**src/codec_port_pkg.sv**
```systemverilog
/*
 Constants for the codec serial port: timing counts, register offsets,
 field positions, reset values and state encodings.
 Assumes a 40 ns system clock and an APB register bus with 32-bit data.
*/
package codec_port_pkg;
   localparam int CLK_NS       = 40;
   localparam int BIT_NS       = 320;
   localparam int BIT_CYC      = BIT_NS / CLK_NS;
   // 1.5 bit times, a least time, so rounded up
   localparam int CRS_HOLD_NS  = (3 * BIT_NS) / 2;
   localparam int CRS_HOLD_CYC = (CRS_HOLD_NS + CLK_NS - 1) / CLK_NS;
   localparam int RXC_TAIL_NS  = 5 * BIT_NS;
   localparam int RXC_TAIL_CYC = (RXC_TAIL_NS + CLK_NS - 1) / CLK_NS;
   localparam int HB_WIN_NS    = 4000;
   localparam int HB_WIN_CYC   = HB_WIN_NS / CLK_NS;
   localparam int COL_WIN_NS   = 160;
   localparam int COL_WIN_CYC  = COL_WIN_NS / CLK_NS;
   localparam int CFG_SETTLE   = 3;

   localparam logic [7:0] OFS_DCR    = 8'h00;
   localparam logic [7:0] OFS_DATA_CONFIG_REG_SECOND   = 8'h04;
   localparam logic [7:0] OFS_STATUS = 8'h08;
   localparam logic [7:0] OFS_MASK   = 8'h0c;
   localparam logic [7:0] OFS_STATE  = 8'h10;

   localparam int DCR_EXT_BUS = 0;
   localparam int DATA_CONFIG_REG_SECOND_USER0  = 0;
   localparam int DATA_CONFIG_REG_SECOND_USER1  = 1;

   localparam int EV_W       = 4;
   localparam int EV_CARRIER = 0;
   localparam int EV_TX_COL  = 1;
   localparam int EV_HB_OK   = 2;
   localparam int EV_HB_MISS = 3;

   localparam int ST_CODEC_SEL = 0;
   localparam int ST_CARRIER   = 1;
   localparam int ST_COLLISION = 2;
   localparam int ST_DCR_WR    = 3;
   localparam int ST_MASTER    = 4;

   localparam logic [31:0] DCR_RST  = 32'h0000_0000;
   localparam logic [31:0] DATA_CONFIG_REG_SECOND_RST = 32'h0000_0000;
   localparam logic [31:0] MASK_RST = 32'h0000_0000;

   typedef enum logic [1:0] {
      HB_IDLE = 2'b00,
      HB_TX   = 2'b01,
      HB_WAIT = 2'b10
   } hb_state_t;
endpackage

```
**src/bit_sync.sv**
```systemverilog
/*
 Two-stage synchroniser for a group of independent single-bit levels.
 Assumes each bit is a slow level or a clock well below pclk/2.
*/
`timescale 1ns/100ps
module bit_sync #(
   parameter int WIDTH = 1
) (
   input  wire logic             pclk,
   input  wire logic             presetn,
   input  wire logic             ce,
   input  wire logic [WIDTH-1:0] d,
   output logic      [WIDTH-1:0] q
);
   logic [WIDTH-1:0] meta;

   always_ff @(posedge pclk or negedge presetn) begin
      if (!presetn) begin
         meta <= '0;
         q    <= '0;
      end else if (ce) begin
         meta <= d;
         q    <= meta;
      end
   end
endmodule

```
**src/manchester_rx.sv**
```systemverilog
/*
 Internal line decoder: finds carrier, recovers the bit clock and NRZ data
 from a synchronised Manchester stream.
 Assumes BIT_CYC system clocks per bit cell and an already synchronised line.
*/
`timescale 1ns/100ps
module manchester_rx #(
   parameter int BIT_CYC  = 8,
   parameter int HOLD_CYC = 12,
   parameter int TAIL_CYC = 40
) (
   input  wire logic pclk,
   input  wire logic presetn,
   input  wire logic ce,
   input  wire logic line,
   output logic      carrier,
   output logic      nrz,
   output logic      rclk,
   output logic      bit_strobe
);
   logic       line_d;
   logic [7:0] since_mid;
   logic [7:0] phase;
   logic [7:0] tail;

   initial begin
      if (BIT_CYC < 4 || BIT_CYC > 64 || BIT_CYC % 2 != 0 || TAIL_CYC > 255)
         $error("manchester_rx: unsupported timing parameters");
   end

   wire edge_seen = line ^ line_d;
   wire start     = !carrier && line_d && !line;
   // Edges closer than 3/4 cell to the last mid-cell edge are cell boundaries
   wire mid_edge  = carrier && edge_seen && (since_mid >= 8'(BIT_CYC * 3 / 4));
   wire drop      = carrier && !mid_edge
                    && (since_mid == 8'(BIT_CYC / 2 + HOLD_CYC - 1));
   wire running   = carrier || (tail != 8'h00);

   always_ff @(posedge pclk or negedge presetn) begin
      if (!presetn) begin
         line_d <= 1'b0;
      end else if (ce) begin
         line_d <= line;
      end
   end

   always_ff @(posedge pclk or negedge presetn) begin
      if (!presetn) begin
         carrier <= 1'b0;
      end else if (ce) begin
         if (start) begin
            carrier <= 1'b1;
         end else if (drop) begin
            carrier <= 1'b0;
         end
      end
   end

   always_ff @(posedge pclk or negedge presetn) begin
      if (!presetn) begin
         since_mid <= 8'h00;
         phase     <= 8'h00;
      end else if (ce) begin
         if (start || mid_edge) begin
            since_mid <= 8'h00;
            phase     <= 8'h00;
         end else begin
            if (since_mid != 8'hff) begin
               since_mid <= since_mid + 8'h01;
            end
            phase <= (phase == 8'(BIT_CYC - 1)) ? 8'h00 : phase + 8'h01;
         end
      end
   end

   // Each mid-cell edge sets the NRZ bit to the new line level; low-to-high is a one
   always_ff @(posedge pclk or negedge presetn) begin
      if (!presetn) begin
         nrz <= 1'b0;
      end else if (ce && mid_edge) begin
         nrz <= line;
      end
   end

   always_ff @(posedge pclk or negedge presetn) begin
      if (!presetn) begin
         tail <= 8'h00;
      end else if (ce) begin
         if (drop) begin
            tail <= 8'(TAIL_CYC);
         end else if (!carrier && tail != 8'h00) begin
            tail <= tail - 8'h01;
         end
      end
   end

   always_ff @(posedge pclk or negedge presetn) begin
      if (!presetn) begin
         rclk       <= 1'b0;
         bit_strobe <= 1'b0;
      end else if (ce) begin
         bit_strobe <= carrier && (phase == 8'(BIT_CYC / 2 - 1));
         if (!running || phase == 8'h00) begin
            rclk <= 1'b0;
         end else if (phase == 8'(BIT_CYC / 2 - 1)) begin
            rclk <= 1'b1;
         end
      end
   end
endmodule

```
**src/codec_serial_port.sv**
```systemverilog
/*
 Serial port between the MAC and the line codec, with its APB registers.
 Internal mode decodes the Manchester line here and drives the results out;
 external mode takes the same shared pins as inputs from an outside codec.
 Assumes pins are asynchronous to pclk and MAC signals share pclk.
*/
`timescale 1ns/100ps
// Contract
// - Select 0 routes internal codec, drives pins
// - Carrier on first fall, holds 1.5 bits
// - Collision high on detected collision signal
// - Collision watched during transmit, SFD to end; code has no SFD and watches from the cycle after mac_tx_active rises
// - Heartbeat watched after each transmission
// - Internal NRZ data valid at clock rise
// - External data captured on clock rise
// - Recovered clock runs 5 bits after carrier
// - Data, clock pins float until config written
// - Extended bus drives user output 0 level
// - User output 1 floats until bus master
module codec_serial_port
   import codec_port_pkg::*;
#(
   parameter int BIT_CYCLES = codec_port_pkg::BIT_CYC,
   parameter int HB_CYCLES  = codec_port_pkg::HB_WIN_CYC
) (
   input  wire logic        pclk,
   input  wire logic        presetn,
   input  wire logic        ce,
   input  wire logic        psel,
   input  wire logic        penable,
   input  wire logic        pwrite,
   input  wire logic [7:0]  paddr,
   input  wire logic [31:0] pwdata,
   output logic      [31:0] prdata,
   output logic             pready,
   output logic             pslverr,
   output logic             irq,
   input  wire logic        codec_select,
   input  wire logic        line_rx,
   input  wire logic        line_cd,
   input  wire logic        rxd_pin_in,
   output logic             rxd_pin_out,
   output logic             rxd_pin_oe_n,
   input  wire logic        rxc_pin_in,
   output logic             rxc_pin_out,
   output logic             rxc_pin_oe_n,
   input  wire logic        crs_pin_in,
   output logic             crs_pin_out,
   output logic             crs_pin_oe_n,
   input  wire logic        col_pin_in,
   output logic             col_pin_out,
   output logic             col_pin_oe_n,
   input  wire logic        bus_master_grant,
   input  wire logic        mac_tx_active,
   output logic             mac_carrier,
   output logic             mac_collision,
   output logic             mac_rx_data,
   output logic             mac_rx_valid
);
   initial begin
      if (BIT_CYCLES < 4 || BIT_CYCLES > 64 || BIT_CYCLES % 2 != 0)
         $error("codec_serial_port: BIT_CYCLES must be even, 4 to 64");
      if (HB_CYCLES < 1 || HB_CYCLES > 65535)
         $error("codec_serial_port: HB_CYCLES out of range");
   end

   localparam int HOLD = (BIT_CYCLES * 3 + 1) / 2;

   // Synchronised pins
   logic [6:0] pin_sync;
   wire sel_s = pin_sync[0];
   wire lrx_s = pin_sync[1];
   wire lcd_s = pin_sync[2];
   wire rxd_s = pin_sync[3];
   wire rxc_s = pin_sync[4];
   wire crs_s = pin_sync[5];
   wire col_s = pin_sync[6];

   bit_sync #(
      .WIDTH (7)
   ) u_sync (
      .pclk    (pclk),
      .presetn (presetn),
      .ce      (ce),
      .d       ({col_pin_in, crs_pin_in, rxc_pin_in, rxd_pin_in,
                 line_cd, line_rx, codec_select}),
      .q       (pin_sync)
   );

   logic int_carrier;
   logic int_nrz;
   logic int_rclk;
   logic int_strobe;

   manchester_rx #(
      .BIT_CYC  (BIT_CYCLES),
      .HOLD_CYC (HOLD),
      .TAIL_CYC (RXC_TAIL_CYC * BIT_CYCLES / BIT_CYC)
   ) u_rx (
      .pclk       (pclk),
      .presetn    (presetn),
      .ce         (ce),
      .line       (lrx_s),
      .carrier    (int_carrier),
      .nrz        (int_nrz),
      .rclk       (int_rclk),
      .bit_strobe (int_strobe)
   );

   // Codec select is a strap; mid-frame changes would tear the receive path
   logic [1:0] cfg_cnt;
   logic       cfg_done;
   logic       ext_mode;

   always_ff @(posedge pclk or negedge presetn) begin
      if (!presetn) begin
         cfg_cnt  <= 2'b00;
         cfg_done <= 1'b0;
         ext_mode <= 1'b0;
      end else if (ce && !cfg_done) begin
         if (cfg_cnt == 2'(CFG_SETTLE - 1)) begin
            cfg_done <= 1'b1;
            ext_mode <= sel_s;
         end else begin
            cfg_cnt <= cfg_cnt + 2'b01;
         end
      end
   end

   // Internal collision: any edge of the collision signal recently
   logic       lcd_d;
   logic [3:0] col_hold;

   always_ff @(posedge pclk or negedge presetn) begin
      if (!presetn) begin
         lcd_d    <= 1'b0;
         col_hold <= 4'h0;
      end else if (ce) begin
         lcd_d <= lcd_s;
         if (lcd_s ^ lcd_d) begin
            col_hold <= 4'(COL_WIN_CYC);
         end else if (col_hold != 4'h0) begin
            col_hold <= col_hold - 4'h1;
         end
      end
   end

   wire int_col = (col_hold != 4'h0);

   // External receive clock edge
   logic rxc_d;

   always_ff @(posedge pclk or negedge presetn) begin
      if (!presetn) begin
         rxc_d <= 1'b0;
      end else if (ce) begin
         rxc_d <= rxc_s;
      end
   end

   wire ext_rise = rxc_s && !rxc_d;

   // MAC-facing receive path
   always_ff @(posedge pclk or negedge presetn) begin
      if (!presetn) begin
         mac_carrier   <= 1'b0;
         mac_collision <= 1'b0;
         mac_rx_data   <= 1'b0;
         mac_rx_valid  <= 1'b0;
      end else if (ce) begin
         if (ext_mode) begin
            mac_carrier   <= crs_s;
            mac_collision <= col_s;
            mac_rx_valid  <= ext_rise && crs_s;
            if (ext_rise) begin
               mac_rx_data <= rxd_s;
            end
         end else begin
            mac_carrier   <= int_carrier;
            mac_collision <= int_col;
            mac_rx_valid  <= int_strobe;
            mac_rx_data   <= int_nrz;
         end
      end
   end

   // Registers
   logic [31:0]     data_config_reg;
   logic [31:0]     data_config_reg_second;
   logic [EV_W-1:0] status;
   logic [EV_W-1:0] mask;
   logic            dcr_written;
   logic            master_seen;
   logic [EV_W-1:0] events;

   wire setup  = psel && !penable;
   wire access = psel && penable && ce;
   wire mapped = (paddr == OFS_DCR) || (paddr == OFS_DATA_CONFIG_REG_SECOND) || (paddr == OFS_STATUS)
                 || (paddr == OFS_MASK) || (paddr == OFS_STATE);
   wire wr     = access && pwrite;
   wire rd_st  = access && !pwrite && (paddr == OFS_STATUS);

   assign pready  = ce;
   assign pslverr = psel && penable && !mapped;

   always_ff @(posedge pclk or negedge presetn) begin
      if (!presetn) begin
         data_config_reg         <= DCR_RST;
         data_config_reg_second        <= DATA_CONFIG_REG_SECOND_RST;
         mask        <= MASK_RST[EV_W-1:0];
         dcr_written <= 1'b0;
      end else if (wr) begin
         case (paddr)
            OFS_DCR: begin
               data_config_reg         <= pwdata;
               dcr_written <= 1'b1;
            end
            OFS_DATA_CONFIG_REG_SECOND: data_config_reg_second <= pwdata;
            OFS_MASK: mask <= pwdata[EV_W-1:0];
            default:  ;
         endcase
      end
   end

   always_ff @(posedge pclk or negedge presetn) begin
      if (!presetn) begin
         master_seen <= 1'b0;
      end else if (ce && bus_master_grant) begin
         master_seen <= 1'b1;
      end
   end

   // A new event in the clearing read's cycle survives the clear
   always_ff @(posedge pclk or negedge presetn) begin
      if (!presetn) begin
         status <= '0;
      end else if (ce) begin
         status <= (rd_st ? '0 : status) | events;
      end
   end

   assign irq = |(status & mask);

   always_ff @(posedge pclk or negedge presetn) begin
      if (!presetn) begin
         prdata <= 32'h0000_0000;
      end else if (ce && setup && !pwrite) begin
         case (paddr)
            OFS_DCR:    prdata <= data_config_reg;
            OFS_DATA_CONFIG_REG_SECOND:   prdata <= data_config_reg_second;
            OFS_STATUS: prdata <= {{(32-EV_W){1'b0}}, status};
            OFS_MASK:   prdata <= {{(32-EV_W){1'b0}}, mask};
            OFS_STATE: begin
               prdata               <= 32'h0000_0000;
               prdata[ST_CODEC_SEL] <= ext_mode;
               prdata[ST_CARRIER]   <= mac_carrier;
               prdata[ST_COLLISION] <= mac_collision;
               prdata[ST_DCR_WR]    <= dcr_written;
               prdata[ST_MASTER]    <= master_seen;
            end
            default:    prdata <= 32'h0000_0000;
         endcase
      end
   end

   // Collision during transmit and heartbeat after it
   hb_state_t  hb_state;
   logic [15:0] hb_cnt;
   logic       carrier_d;
   logic       col_d;

   always_ff @(posedge pclk or negedge presetn) begin
      if (!presetn) begin
         carrier_d <= 1'b0;
         col_d     <= 1'b0;
      end else if (ce) begin
         carrier_d <= mac_carrier;
         col_d     <= mac_collision;
      end
   end

   wire col_rise = mac_collision && !col_d;

   always_ff @(posedge pclk or negedge presetn) begin
      if (!presetn) begin
         hb_state <= HB_IDLE;
         hb_cnt   <= 16'h0000;
      end else if (ce) begin
         case (hb_state)
            HB_IDLE: begin
               if (mac_tx_active) begin
                  hb_state <= HB_TX;
               end
            end
            HB_TX: begin
               if (!mac_tx_active) begin
                  hb_state <= HB_WAIT;
                  hb_cnt   <= 16'(HB_CYCLES - 1);
               end
            end
            HB_WAIT: begin
               if (mac_collision || mac_tx_active || hb_cnt == 16'h0000) begin
                  hb_state <= mac_tx_active ? HB_TX : HB_IDLE;
               end else begin
                  hb_cnt <= hb_cnt - 16'h0001;
               end
            end
            default: hb_state <= HB_IDLE;
         endcase
      end
   end

   always_comb begin
      events             = '0;
      events[EV_CARRIER] = mac_carrier && !carrier_d;
      events[EV_TX_COL]  = (hb_state == HB_TX) && mac_tx_active && col_rise;
      events[EV_HB_OK]   = (hb_state == HB_WAIT) && mac_collision;
      events[EV_HB_MISS] = (hb_state == HB_WAIT) && !mac_collision
                           && !mac_tx_active && (hb_cnt == 16'h0000);
   end

   // Shared pins
   wire ext_bus = data_config_reg[DCR_EXT_BUS];
   wire drive_int = cfg_done && !ext_mode;

   always_ff @(posedge pclk or negedge presetn) begin
      if (!presetn) begin
         rxd_pin_out  <= 1'b0;
         rxd_pin_oe_n <= 1'b1;
         rxc_pin_out  <= 1'b0;
         rxc_pin_oe_n <= 1'b1;
         crs_pin_out  <= 1'b0;
         crs_pin_oe_n <= 1'b1;
         col_pin_out  <= 1'b0;
         col_pin_oe_n <= 1'b1;
      end else if (ce) begin
         crs_pin_out  <= int_carrier;
         crs_pin_oe_n <= !drive_int;
         col_pin_out  <= int_col;
         col_pin_oe_n <= !drive_int;
         if (!dcr_written) begin
            rxd_pin_oe_n <= 1'b1;
            rxc_pin_oe_n <= 1'b1;
         end else if (ext_bus) begin
            rxd_pin_out  <= data_config_reg_second[DATA_CONFIG_REG_SECOND_USER0];
            rxd_pin_oe_n <= 1'b0;
            rxc_pin_out  <= data_config_reg_second[DATA_CONFIG_REG_SECOND_USER1];
            rxc_pin_oe_n <= !master_seen;
         end else begin
            rxd_pin_out  <= int_nrz;
            rxd_pin_oe_n <= !drive_int;
            rxc_pin_out  <= int_rclk;
            rxc_pin_oe_n <= !drive_int;
         end
      end
   end
endmodule

```
**config.mk**
```make
export PLATFORM = sky130hd
export DESIGN_NAME = codec_serial_port
export DESIGN_NICKNAME = d
export VERILOG_FILES = /design/src/codec_port_pkg.sv /design/src/bit_sync.sv /design/src/manchester_rx.sv /design/src/codec_serial_port.sv
export SDC_FILE = /design/constraint.sdc
export NUM_CORES = 1
export LEC_CHECK = 0
export BUFFER_PORTS_ARGS = -buffer_cell sky130_fd_sc_hd__buf_2
export CORE_MARGIN = 2
export CORE_UTILIZATION = 60
export DETAILED_ROUTE_END_ITERATION = 12
export PLACE_DENSITY = 0.82
export SETUP_SLACK_MARGIN = 0.5
export SYNTH_ARGS = -nofsm -noshare
export SYNTH_HDL_FRONTEND = slang
export SYNTH_SLANG_ARGS = --single-unit
```
**constraint.sdc**
```tcl
create_clock -name pclk -period 6.2 [get_ports pclk]
set_input_delay 0.62 -clock pclk [delete_from_list [all_inputs] [get_ports pclk]]
set_output_delay 0.62 -clock pclk [all_outputs]
set_load 0.02 [all_outputs]
```
# Word-level counts from Yosys, hierarchy flattened
# Index checks and enable logic that the tools add are counted.
[classes]
add_sub_neg = 6
mul = 0
div = 0
magnitude_cmp = 1
n_eq_ne = 16
shift = 0
muxes = 33
bitwise_logic = 5
n_reduce_logical = 83
[op_table]
columns = ["cell", "count"]
rows = [
  ["case mux 32 bit (5 select lines)", 1],
  ["two-way mux 8 bit", 6],
  ["two-way mux 16 bit", 2],
  ["case mux 16 bit (2 select lines)", 1],
  ["logical AND 1 bit", 31],
  ["== test 8 x 4 -> 1 bit, second input constant", 3],
  ["AND reduction 2 bit", 12],
  ["adder 8 x 1 -> 8 bit, second input constant", 2],
  ["== test 8 x 3 -> 1 bit, second input constant", 2],
  ["zero test 1 bit", 16],
  ["zero test 16 bit", 1],
  ["zero test 8 bit", 2],
  ["two-way mux 1 bit", 16],
  ["subtractor 16 x 1 -> 16 bit, second input constant", 1],
  ["two-way mux 4 bit", 3],
  ["nonzero test 2 bit", 6],
  ["logical OR 1 bit", 9],
  ["== test 8 x 2 -> 1 bit, second input constant", 1],
  ["== test 8 x 5 -> 1 bit, second input constant", 1],
  ["greater-or-equal comparator 8 x 3 -> 1 bit, second input constant", 1],
  ["!= test 2 bit, second input constant", 4],
  ["!= test 8 bit, second input constant", 1],
  ["AND reduction 4 bit", 2],
  ["nonzero test 8 bit", 1],
  ["15 further kinds", 19],
]
[word_totals]
register_bits = 190
latch_bits = 0
ramBits = 0
mem_bits_ro = 0
inputBits = 55
out_inout_bits = 47
word_cells = 182
memories = 0

# Longest topological paths before layout
# Gate-level depths: netlist of the first run.
[depth]
depth_word = 8
depth_mapped = 8
depth_no_buf = 7

# Hierarchy
# From an unflattened synthesis of the first run, not the netlist that was laid out.
[unflattened]
cells_unflattened = 748
area_unflattened_um2 = 8738.4
[modules_own_cells]
columns = ["module", "instances", "cells_per_inst", "area_per_inst_um2", "seq_area_each_um2"]
rows = [
  ["codec_serial_port", 1, 547, 6528.8, 3682.3],
  ["manchester_rx", 1, 172, 1690.4, 725.7],
  ["bit_sync", 1, 29, 519.2, 350.3],
]

# Least setup slack after synthesis of the first run
# Ideal clock, no wire load.
[synth_path]
path_kind = "in2reg"
start = "input paddr[1]"
end = "register data_config_reg_second[10]"
setup_ps = 125
t_arrival_ps = 2242
required_ps = 6075
slack_ps = 3833
cell_stages = 5
n_path_buf = 1
path_cell_list = "or4_1 > nor3_1 > nand4b_1 > clkbuf_1 > mux2_2"
[synth_via]
elab_chain_len = 2
[synth_rtl]
columns = ["item", "line", "source"]
rows = [
  ["from (decl)", "codec_serial_port.sv:32", "input wire logic [7:0] paddr,"],
  ["== test 8 x 3 -> 1 bit", "codec_serial_port.sv:213", "case (paddr)"],
  ["AND reduction 2 bit (no line)", "n/a", ""],
  ["to (signal assigned)", "codec_serial_port.sv:218", "OFS_DATA_CONFIG_REG_SECOND: data_config_reg_second <= pwdata;"],
  ["to (decl)", "codec_serial_port.sv:189", "logic [31:0] data_config_reg_second;"],
]
# Every way passes these cells.
# A chain may end at the register's enable or synchronous reset.

# Final worst setup path of the first run
[layout_path]
start = "input ce"
end = "register prdata[15]"
[layout_via]
elab_chain_len = 2
[layout_rtl]
columns = ["item", "line", "source"]
rows = [
  ["from (decl)", "codec_serial_port.sv:28", "input wire logic ce,"],
  ["logical AND 1 bit (2 in series)", "codec_serial_port.sv:247", "end else if (ce && setup && !pwrite) begin"],
  ["to (signal assigned)", "codec_serial_port.sv:249", "OFS_DCR: prdata <= data_config_reg;"],
  ["to (signal assigned)", "codec_serial_port.sv:250", "OFS_DATA_CONFIG_REG_SECOND: prdata <= data_config_reg_second;"],
  ["to (signal assigned)", "codec_serial_port.sv:251", "OFS_STATUS: prdata <= {{(32-EV_W){1'b0}}, status};"],
  ["to (decl)", "codec_serial_port.sv:34", "output logic [31:0] prdata,"],
]
# Every way passes these cells.

==> run_results.csv, run 1 <==
group,metric,value,unit
run_status,outcome,"complete, no violations",
synth,syn_inst,778,
timing,setup_violations,0,
clock_network,cts_hold_buf,0,
synth,synth-warning-count,0,
timing,max_freq,0.329,GHz
synth,yosysUniqueCellTypes,65,
routing,detail-route-antenna-nets,0,
worst_setup_path,path_max_fanout,93,
cells_and_area,nets,928,
timing,finalSetupTns,0,ns
clock_network,numCtsBuffers,17,
synth,syn_avg_cell_area,11.1,um2
worst_setup_path,crit_family,"simple AND/OR/NAND/NOR gates",
worst_setup_path,max_stage_delay,0.79,ns
run,max_cap_viol_count,0,
hold_path,hold_class,"input pin to asynchronous set/reset pin",
worst_setup_path,crit_arrival,3.35,ns
timing,rsz0062_at_grt,"no",
clock_network,cts_tree,"done",
clock_network,cts_root_buf,"clkbuf_16",
synth,synthArstFlopShare,100,%
synth,synth_edf_count,0,
timing,slew_viol_final,0,
global_route,overflow,0,
timing,tightest_slew,1.09,ns
worst_setup_path,regToRegSetupSlack,3.72,ns
clock_network,clkSinkCount,190,
worst_setup_path,cpMaxStageDelayCell,"nand3_1",
floorplanning,initial_core_util,61.8,%
placement,place_ws,2.80,ns
power,leakagePower,4.68,nW
cells_and_area,layout-drive-gt1-share,27.3,%
routing,first_iter_violations,459,
power,power_density,325,nW/um2
synth,yosysSeqAreaShare,55.2,%
routing,routedWlPerCell,18.1,um
floorplanning,core-area,13900,um2
timing,min_period_over_period,49.0,%
clock_network,cts_resized,0,
routing,drt_drc_violations_left,0,
worst_setup_path,path_class,"input pin to register",
cells_and_area,stdcell_count,1057,
synth,synthesis.nets,844,
clock_network,clock_latency,0.44,ns
synth,synth_ff_type,"dfrtp_1",
clock_network,path_clk_slew,0.07,ns
synth,synth_top_area_cell,"dfrtp_1",
timing,setup_ws,3.16,ns
cells_and_area,layout_commonest_cell,"dfrtp_1",
clock_network,post_cts_buffers,0,
routing,vias_per_cell,6.10,
timing,layout_min_cycle_time,3.04,ns
timing,max_slew_margin,27.5,%
worst_setup_path,crit_path_end_kind,"register",
synth,synth_top_area_share,54.3,%
global_route,grt_max_degree,94,
timing,hold_viol,0,
power,peakVddDrop,238,uV
worst_setup_path,start_kind,"input pin",
placement,place.gp.congestion,0.810,
synth,mappedNetlistArea,8610,um2
worst_setup_path,cp_num_cells,6,
worst_setup_path,path_buf_inv,2,
synth,synth-seq-cells,190,
routing,wirelength,19200,um
clock_network,htree_levels,4,
worst_setup_path,worstRegToRegCells,5,
floorplanning,die_x,124,um
floorplanning,rows,43,
floorplanning,die-area,15300,um2
placement,port_buffers,101,
global_route,grt_util_all_layers,25.9,%
timing,skew,0.00905,ns
cells_and_area,layout_common_cells,"187 x dfrtp_1, 100 x buf_2, 87 x mux2_2",
global_route,grt_pass1_vias,6362,
placement,dp_hpwl,12800,um
floorplanning,io_pins,102,
routing,first_pass_iters,4,
cells_and_area,syn_to_final_growth,14.0,%
clock_network,clockBufferDepth,2,
routing,vias,6444,
global_route,antenna_found_initial,2,
worst_setup_path,cp.required,6.51,ns
worst_setup_path,cp_cell_sequence,"buf_2 > buf_4 > nor2b_1 > and3b_1 > nand3_1 > o21ai_0",
global_route,grt_pass1_wl,30600,um
floorplanning,die_h,124,um
placement,dpl.cell_count,1023,
synth,synth_area_leaders,"dfrtp_1 54%, mux2_2 11%, o21ai_0 3.7%, nand2_1 3.3%, a22oi_1 2.5%",
[layout make-up]
| type | instances | area [um2] |
|---|---|---|
| flip-flops and latches | 190 | 4760 |
| fillers | 1005 | 4110 |
| multi-input cells | 523 | 3580 |
| repair buffers | 108 | 564 |
| clock buffers | 21 | 470 |
| well taps | 180 | 225 |
| clock inverters | 11 | 133 |
| inverters | 22 | 82.6 |
| diodes | 2 | 5.00 |
[per-layer routing]
layer | global-route usage, % | share of wire (%)
met5 | 0 | 0.099
met4 | 9.52 | 2.1
met3 | 6.27 | 6.4
met2 | 42.4 | 49
met1 | 33.7 | 42
[metrics by stage]
stage / hold slack [ns] / power [mW] / instance area (um2) / utilization [%]
2_1_floorplan: 0.324 / 1.90 / 8610 / -
3_3_place_gp: 0.443 / 2.04 / 9220 / 66.1
3_5_place_dp: 0.466 / 2.10 / 9220 / 66.1
4_1_cts: 0.229 / 3.19 / 9820 / 70.5
5_1_grt: 0.261 / 3.34 / 9820 / 70.5
6_report: 0.199 / 3.19 / 9820 / 70.5
[path summary, 6_finish.rpt]
path | start | endpoint
max | ce | prdata[15]$_DFFE_PN0P_
min | presetn | prdata[8]$_DFFE_PN0P_
max reg2reg | hb_cnt[5]$_DFFE_PN0P_ | hb_cnt[5]$_DFFE_PN0P_
min reg2reg | prdata[16]$_DFFE_PN0P_ | prdata[16]$_DFFE_PN0P_
max in group asynchronous | presetn | u_rx.tail[2]$_DFFE_PN0P_
min in group pclk | bus_master_grant | master_seen$_DFFE_PN0P_
[cell usage after synthesis, types with 4 or more instances]
| master | number |
|---|---|
| nor4_1 | 5 |
| mux2_2 | 87 |
| xor2_1 | 6 |
| dfrtp_1 | 187 |
| nand3b_1 | 5 |
| o21ai_0 | 63 |
| inv_1 | 22 |
| nor2b_1 | 7 |
| nand2_1 | 75 |
| clkbuf_1 | 29 |
| o21ai_1 | 5 |
| nand3_1 | 14 |
| a211oi_1 | 6 |
| a21o_1 | 6 |
| mux2i_1 | 9 |
| ha_1 | 11 |
| a21oi_1 | 31 |
| nand4_1 | 12 |
| xnor2_1 | 9 |
| buf_2 | 9 |
| nand2b_1 | 17 |
| nor2_1 | 37 |
| a22oi_1 | 29 |
| nor3_1 | 15 |
| o31ai_1 | 4 |
| o21a_1 | 7 |
| and3_1 | 6 |
[cells by family after synthesis]
kind of cell / Yosys count / synth area share [%]
mux: 96 / 12.4
buf+inv: 65 / 3.14
fa+ha+maj: 11 / 1.60
flops: 190 / 55.2
xor+xnor: 15 / 1.53
simple gates: 223 / 13.1
compound gates: 178 / 12.9
[report_power, final]
part	switching, mW	leakage (nW)	internal (mW)
Combinational	0.332	1.91	0.225
Clock	0.475	0.290	0.630
Sequential	0.147	2.49	1.38
[worst reg2reg max path, stage by stage, from the launching register on]
cell	delay [ns]
dfrtp_1	0.41
or4_4	0.55
or4_1	0.58
o21ai_4	0.37
nor4_1	0.09
or3b_1	0.35
No activity file was read; power rests on OpenSTA's default activity.
==> run 2: changes to the inputs <==
- ABC_AREA: not set -> 1
- CORE_UTILIZATION: 60 -> 59
- PLACE_DENSITY: 0.82 -> 0.8
- clock period: 6.2 -> 3.1 ns (I/O delays scaled with it)
==> run 2 against run 1 <==
Compared with the run above:
- combinational power rose to 3.0 times the previous value
- synthesized cell count up 52%
- worst setup slack worse by 2.0 ns
- cell count up 41%
- non-clock buffer count up 4
- die area up 8.9%
- critical endpoint is now hb_cnt[13]$_DFFE_PN0P_
- register-to-register slack worse by 2.6 ns
- sequential power up 100%
- critical path type is now register to register
- synthesized area up 7.4%
- count of clock-buffer cells in the layout unchanged
- global-route usage down 0.062 points
- sequential share of layout area down 3.1 points
==> run_results.csv, run 2 <==
group,metric,value,unit
cells_and_area,antenna_cells,0,
synth,synth_ff_type,"dfrtp_1",
cells_and_area,multi_input_area,3710,um2
synth,synth_top_area_cell,"dfrtp_1",
synth,mappedNetlistArea,9250,um2
synth,synth-warning-count,0,
global_route,antenna_found_initial,0,
placement,dp_hpwl,13700,um
synth,yosysSeqAreaShare,51.4,%
synth,synth_edf_count,0,
routing,drt_drc_violations_left,0,
synth,synthesis.nets,1246,
floorplanning,rows,45,
clock_network,cts_tree,"done",
clock_network,htree_levels,4,
floorplanning,die_x,129,um
clock_network,post_cts_buffers,0,
clock_network,numCtsBuffers,17,
global_route,grt_util_all_layers,25.8,%
clock_network,path_clk_slew,0.07,ns
cells_and_area,syn_to_final_growth,13.5,%
timing,hold_viol,0,
synth,synthAdderAreaFrac,1.49,%
synth,synth_top_area_share,50.6,%
worst_setup_path,path_class,"register to register",
timing,finalSetupTns,0,ns
synth,yosysUniqueCellTypes,42,
routing,routedWlPerCell,13.7,um
worst_setup_path,cp.required,3.47,ns
routing,first_iter_violations,516,
power,peakVddDrop,542,uV
timing,setup_violations,0,
clock_network,clkSinkCount,190,
routing,first_pass_iters,5,
placement,place.gp.congestion,0.910,
timing,max_slew_margin,54.2,%
timing,max_freq,0.517,GHz
worst_setup_path,crit_path_end_kind,"register",
synth,synth_compound_area_share,8.87,%
cells_and_area,layout_commonest_cell,"nand2_1",
synth,synth_top_family_by_area,"simple AND/OR/NAND/NOR gates",
run,max_cap_viol_count,0,
global_route,overflow,0,
synth,synth-seq-cells,190,
floorplanning,die-area,16700,um2
placement,port_buffers,101,
synth,syn_inst,1180,
routing,vias_per_cell,5.27,
timing,slew_viol_final,0,
power,leakagePower,5.65,nW
timing,rsz0062_at_grt,"no",
synth,synthTopCellsByCount,"414 x nand2_1, 187 x dfrtp_1, 131 x inv_1, 100 x nor2_1, 75 x nand3_1",
routing,wirelength,20400,um
synth,synth_xor_area_share,1.33,%
timing,layout_min_cycle_time,1.94,ns
synth,synth_mux_area_share,0,%
floorplanning,initial_core_util,60.6,%
cells_and_area,nets,1336,
cells_and_area,layout_common_cells,"414 x nand2_1, 187 x dfrtp_1, 131 x inv_1",
routing,vias,7873,
synth,synth_area_leaders,"dfrtp_1 51%, nand2_1 17%, inv_1 5.3%, nand3_1 4.1%, nor2_1 4.1%",
worst_setup_path,path_max_fanout,15,
cells_and_area,final_core_util,68.8,%
synth,yosysMostFrequentCell,"nand2_1",
synth,synth-simple-area-share,28.3,%
timing,min_period_over_period,62.4,%
timing,skew,0.00656,ns
routing,detail-route-antenna-nets,0,
global_route,grt_max_degree,76,
power,power_density,673,nW/um2
global_route,grt_pass1_wl,34400,um
worst_setup_path,crit_arrival,2.30,ns
clock_network,clock_latency,0.43,ns
cells_and_area,fill_cells,1231,
hold_path,hold_class,"input pin to register",
worst_setup_path,start_kind,"register",
clock_network,clockBufferDepth,2,
synth,synthArstFlopShare,100,%
timing,holdWs,0.0796,ns
floorplanning,die_h,129,um
floorplanning,io_pins,102,
cells_and_area,layout-drive-gt1-share,13.7,%
clock_network,cts_root_buf,"clkbuf_16",
timing,tightest_slew,0.687,ns
run_status,outcome,"complete, no violations",
floorplanning,core-area,15300,um2
global_route,grt_pass1_vias,7387,
synth,syn_avg_cell_area,7.84,um2
cells_and_area,seq_area,4760,um2
-- run 2: cell types whose count changed in the layout (fill, tap and decap cells not counted), sizes merged, moves of 10 or more --
cell    change
nand2b     -17
inv       +117
nand3      +64
nand2     +345
o21ai      +50
nor2       +69
nor3       -10
mux2       -87
a22oi      -29
-- run 2: power breakdown --
part	leakage (nW)	switching [mW]	internal [mW]	total, mW
clock network	0.308	0.953	1.37	2.32
logic	2.98	1.09	0.576	1.67
registers	2.36	0.295	2.79	3.08
-- run 2: worst paths after layout --
path / startpoint / end / slack [ns] / cells after the start
max reg2reg: hb_state[0]$_DFFE_PN0P_ / hb_cnt[13]$_DFFE_PN0P_ / 1.16 / 7
max: hb_state[0]$_DFFE_PN0P_ / hb_cnt[13]$_DFFE_PN0P_ / 1.16 / 7
min reg2reg: col_d$_DFFE_PN0P_ / status[1]$_DFFE_PN0P_ / 0.45 / 1
min in group asynchronous: presetn / prdata[13]$_DFFE_PN0P_ / 0.46 / 2
max in group asynchronous: presetn / rxc_pin_oe_n$_DFFE_PN1P_ / 1.89 / 3
min: rxd_pin_in / u_sync.meta[3]$_DFFE_PN0P_ / 0.08 / 3
-- run 2: final cells by class --
cell class	instances	area share, %
Tap cell	211	2.51
Timing Repair Buffer	112	5.95
Inverter	137	4.90
Clock inverter	11	1.45
Clock buffer	21	4.58
Multi-Input combinational cell	812	35.3
Sequential cell	190	45.3
-- run 2: metrics by stage --
step	instances	cell area (um2)	total power, mW	worst slack (ns)
after floorplan	1180	9250	4.30	1.48
after global placement	1461	9860	4.72	1.25
after detailed placement	1461	9860	4.77	1.18
after CTS	1494	10500	7.10	1.15
after global routing	1494	10500	7.54	0.980
final	1494	10500	7.07	1.16
-- run 2: what timing repair did --
item                      4_1_cts  5_1_grt
hold endpoints to repair       70        0
gates resized for setup         0        0
hold buffers                    1        0
-- run 2: worst max-delay path, cell delays in order, from the launching register on --
cell and delay (ns):
dfrtp_1 0.41, inv_1 0.09, nand2_1 0.33, nor3_2 0.33
nand2_2 0.14, a21oi_2 0.41, nand2_1 0.10, nand2_1 0.07
-- run 2: logic make-up (layout without fill, tap and decap cells) --
| logic type | after synthesis | in the layout |
|---|---|---|
| XOR/XNOR | 14 | 14 |
| adder cells (fa/ha/maj) | 11 | 11 |
| buffers and inverters | 178 | 281 |
| AND/OR/NAND/NOR | 633 | 633 |
| flip-flops | 190 | 190 |
| AO/OA/AOI/OAI | 154 | 154 |
-- run 2: per-layer routing --
layer / wire length, um / track usage [%] / share of wire (%) / up-vias
met1: 9020 / 34.7 / 44 / 3725
met2: 9800 / 42.2 / 48 / 223
met4: 475 / 10.0 / 2.3 / 0
met3: 1110 / 4.50 / 5.4 / 41
met5: 0 / 0 / 0 / -
li1: - / - / - / 3884
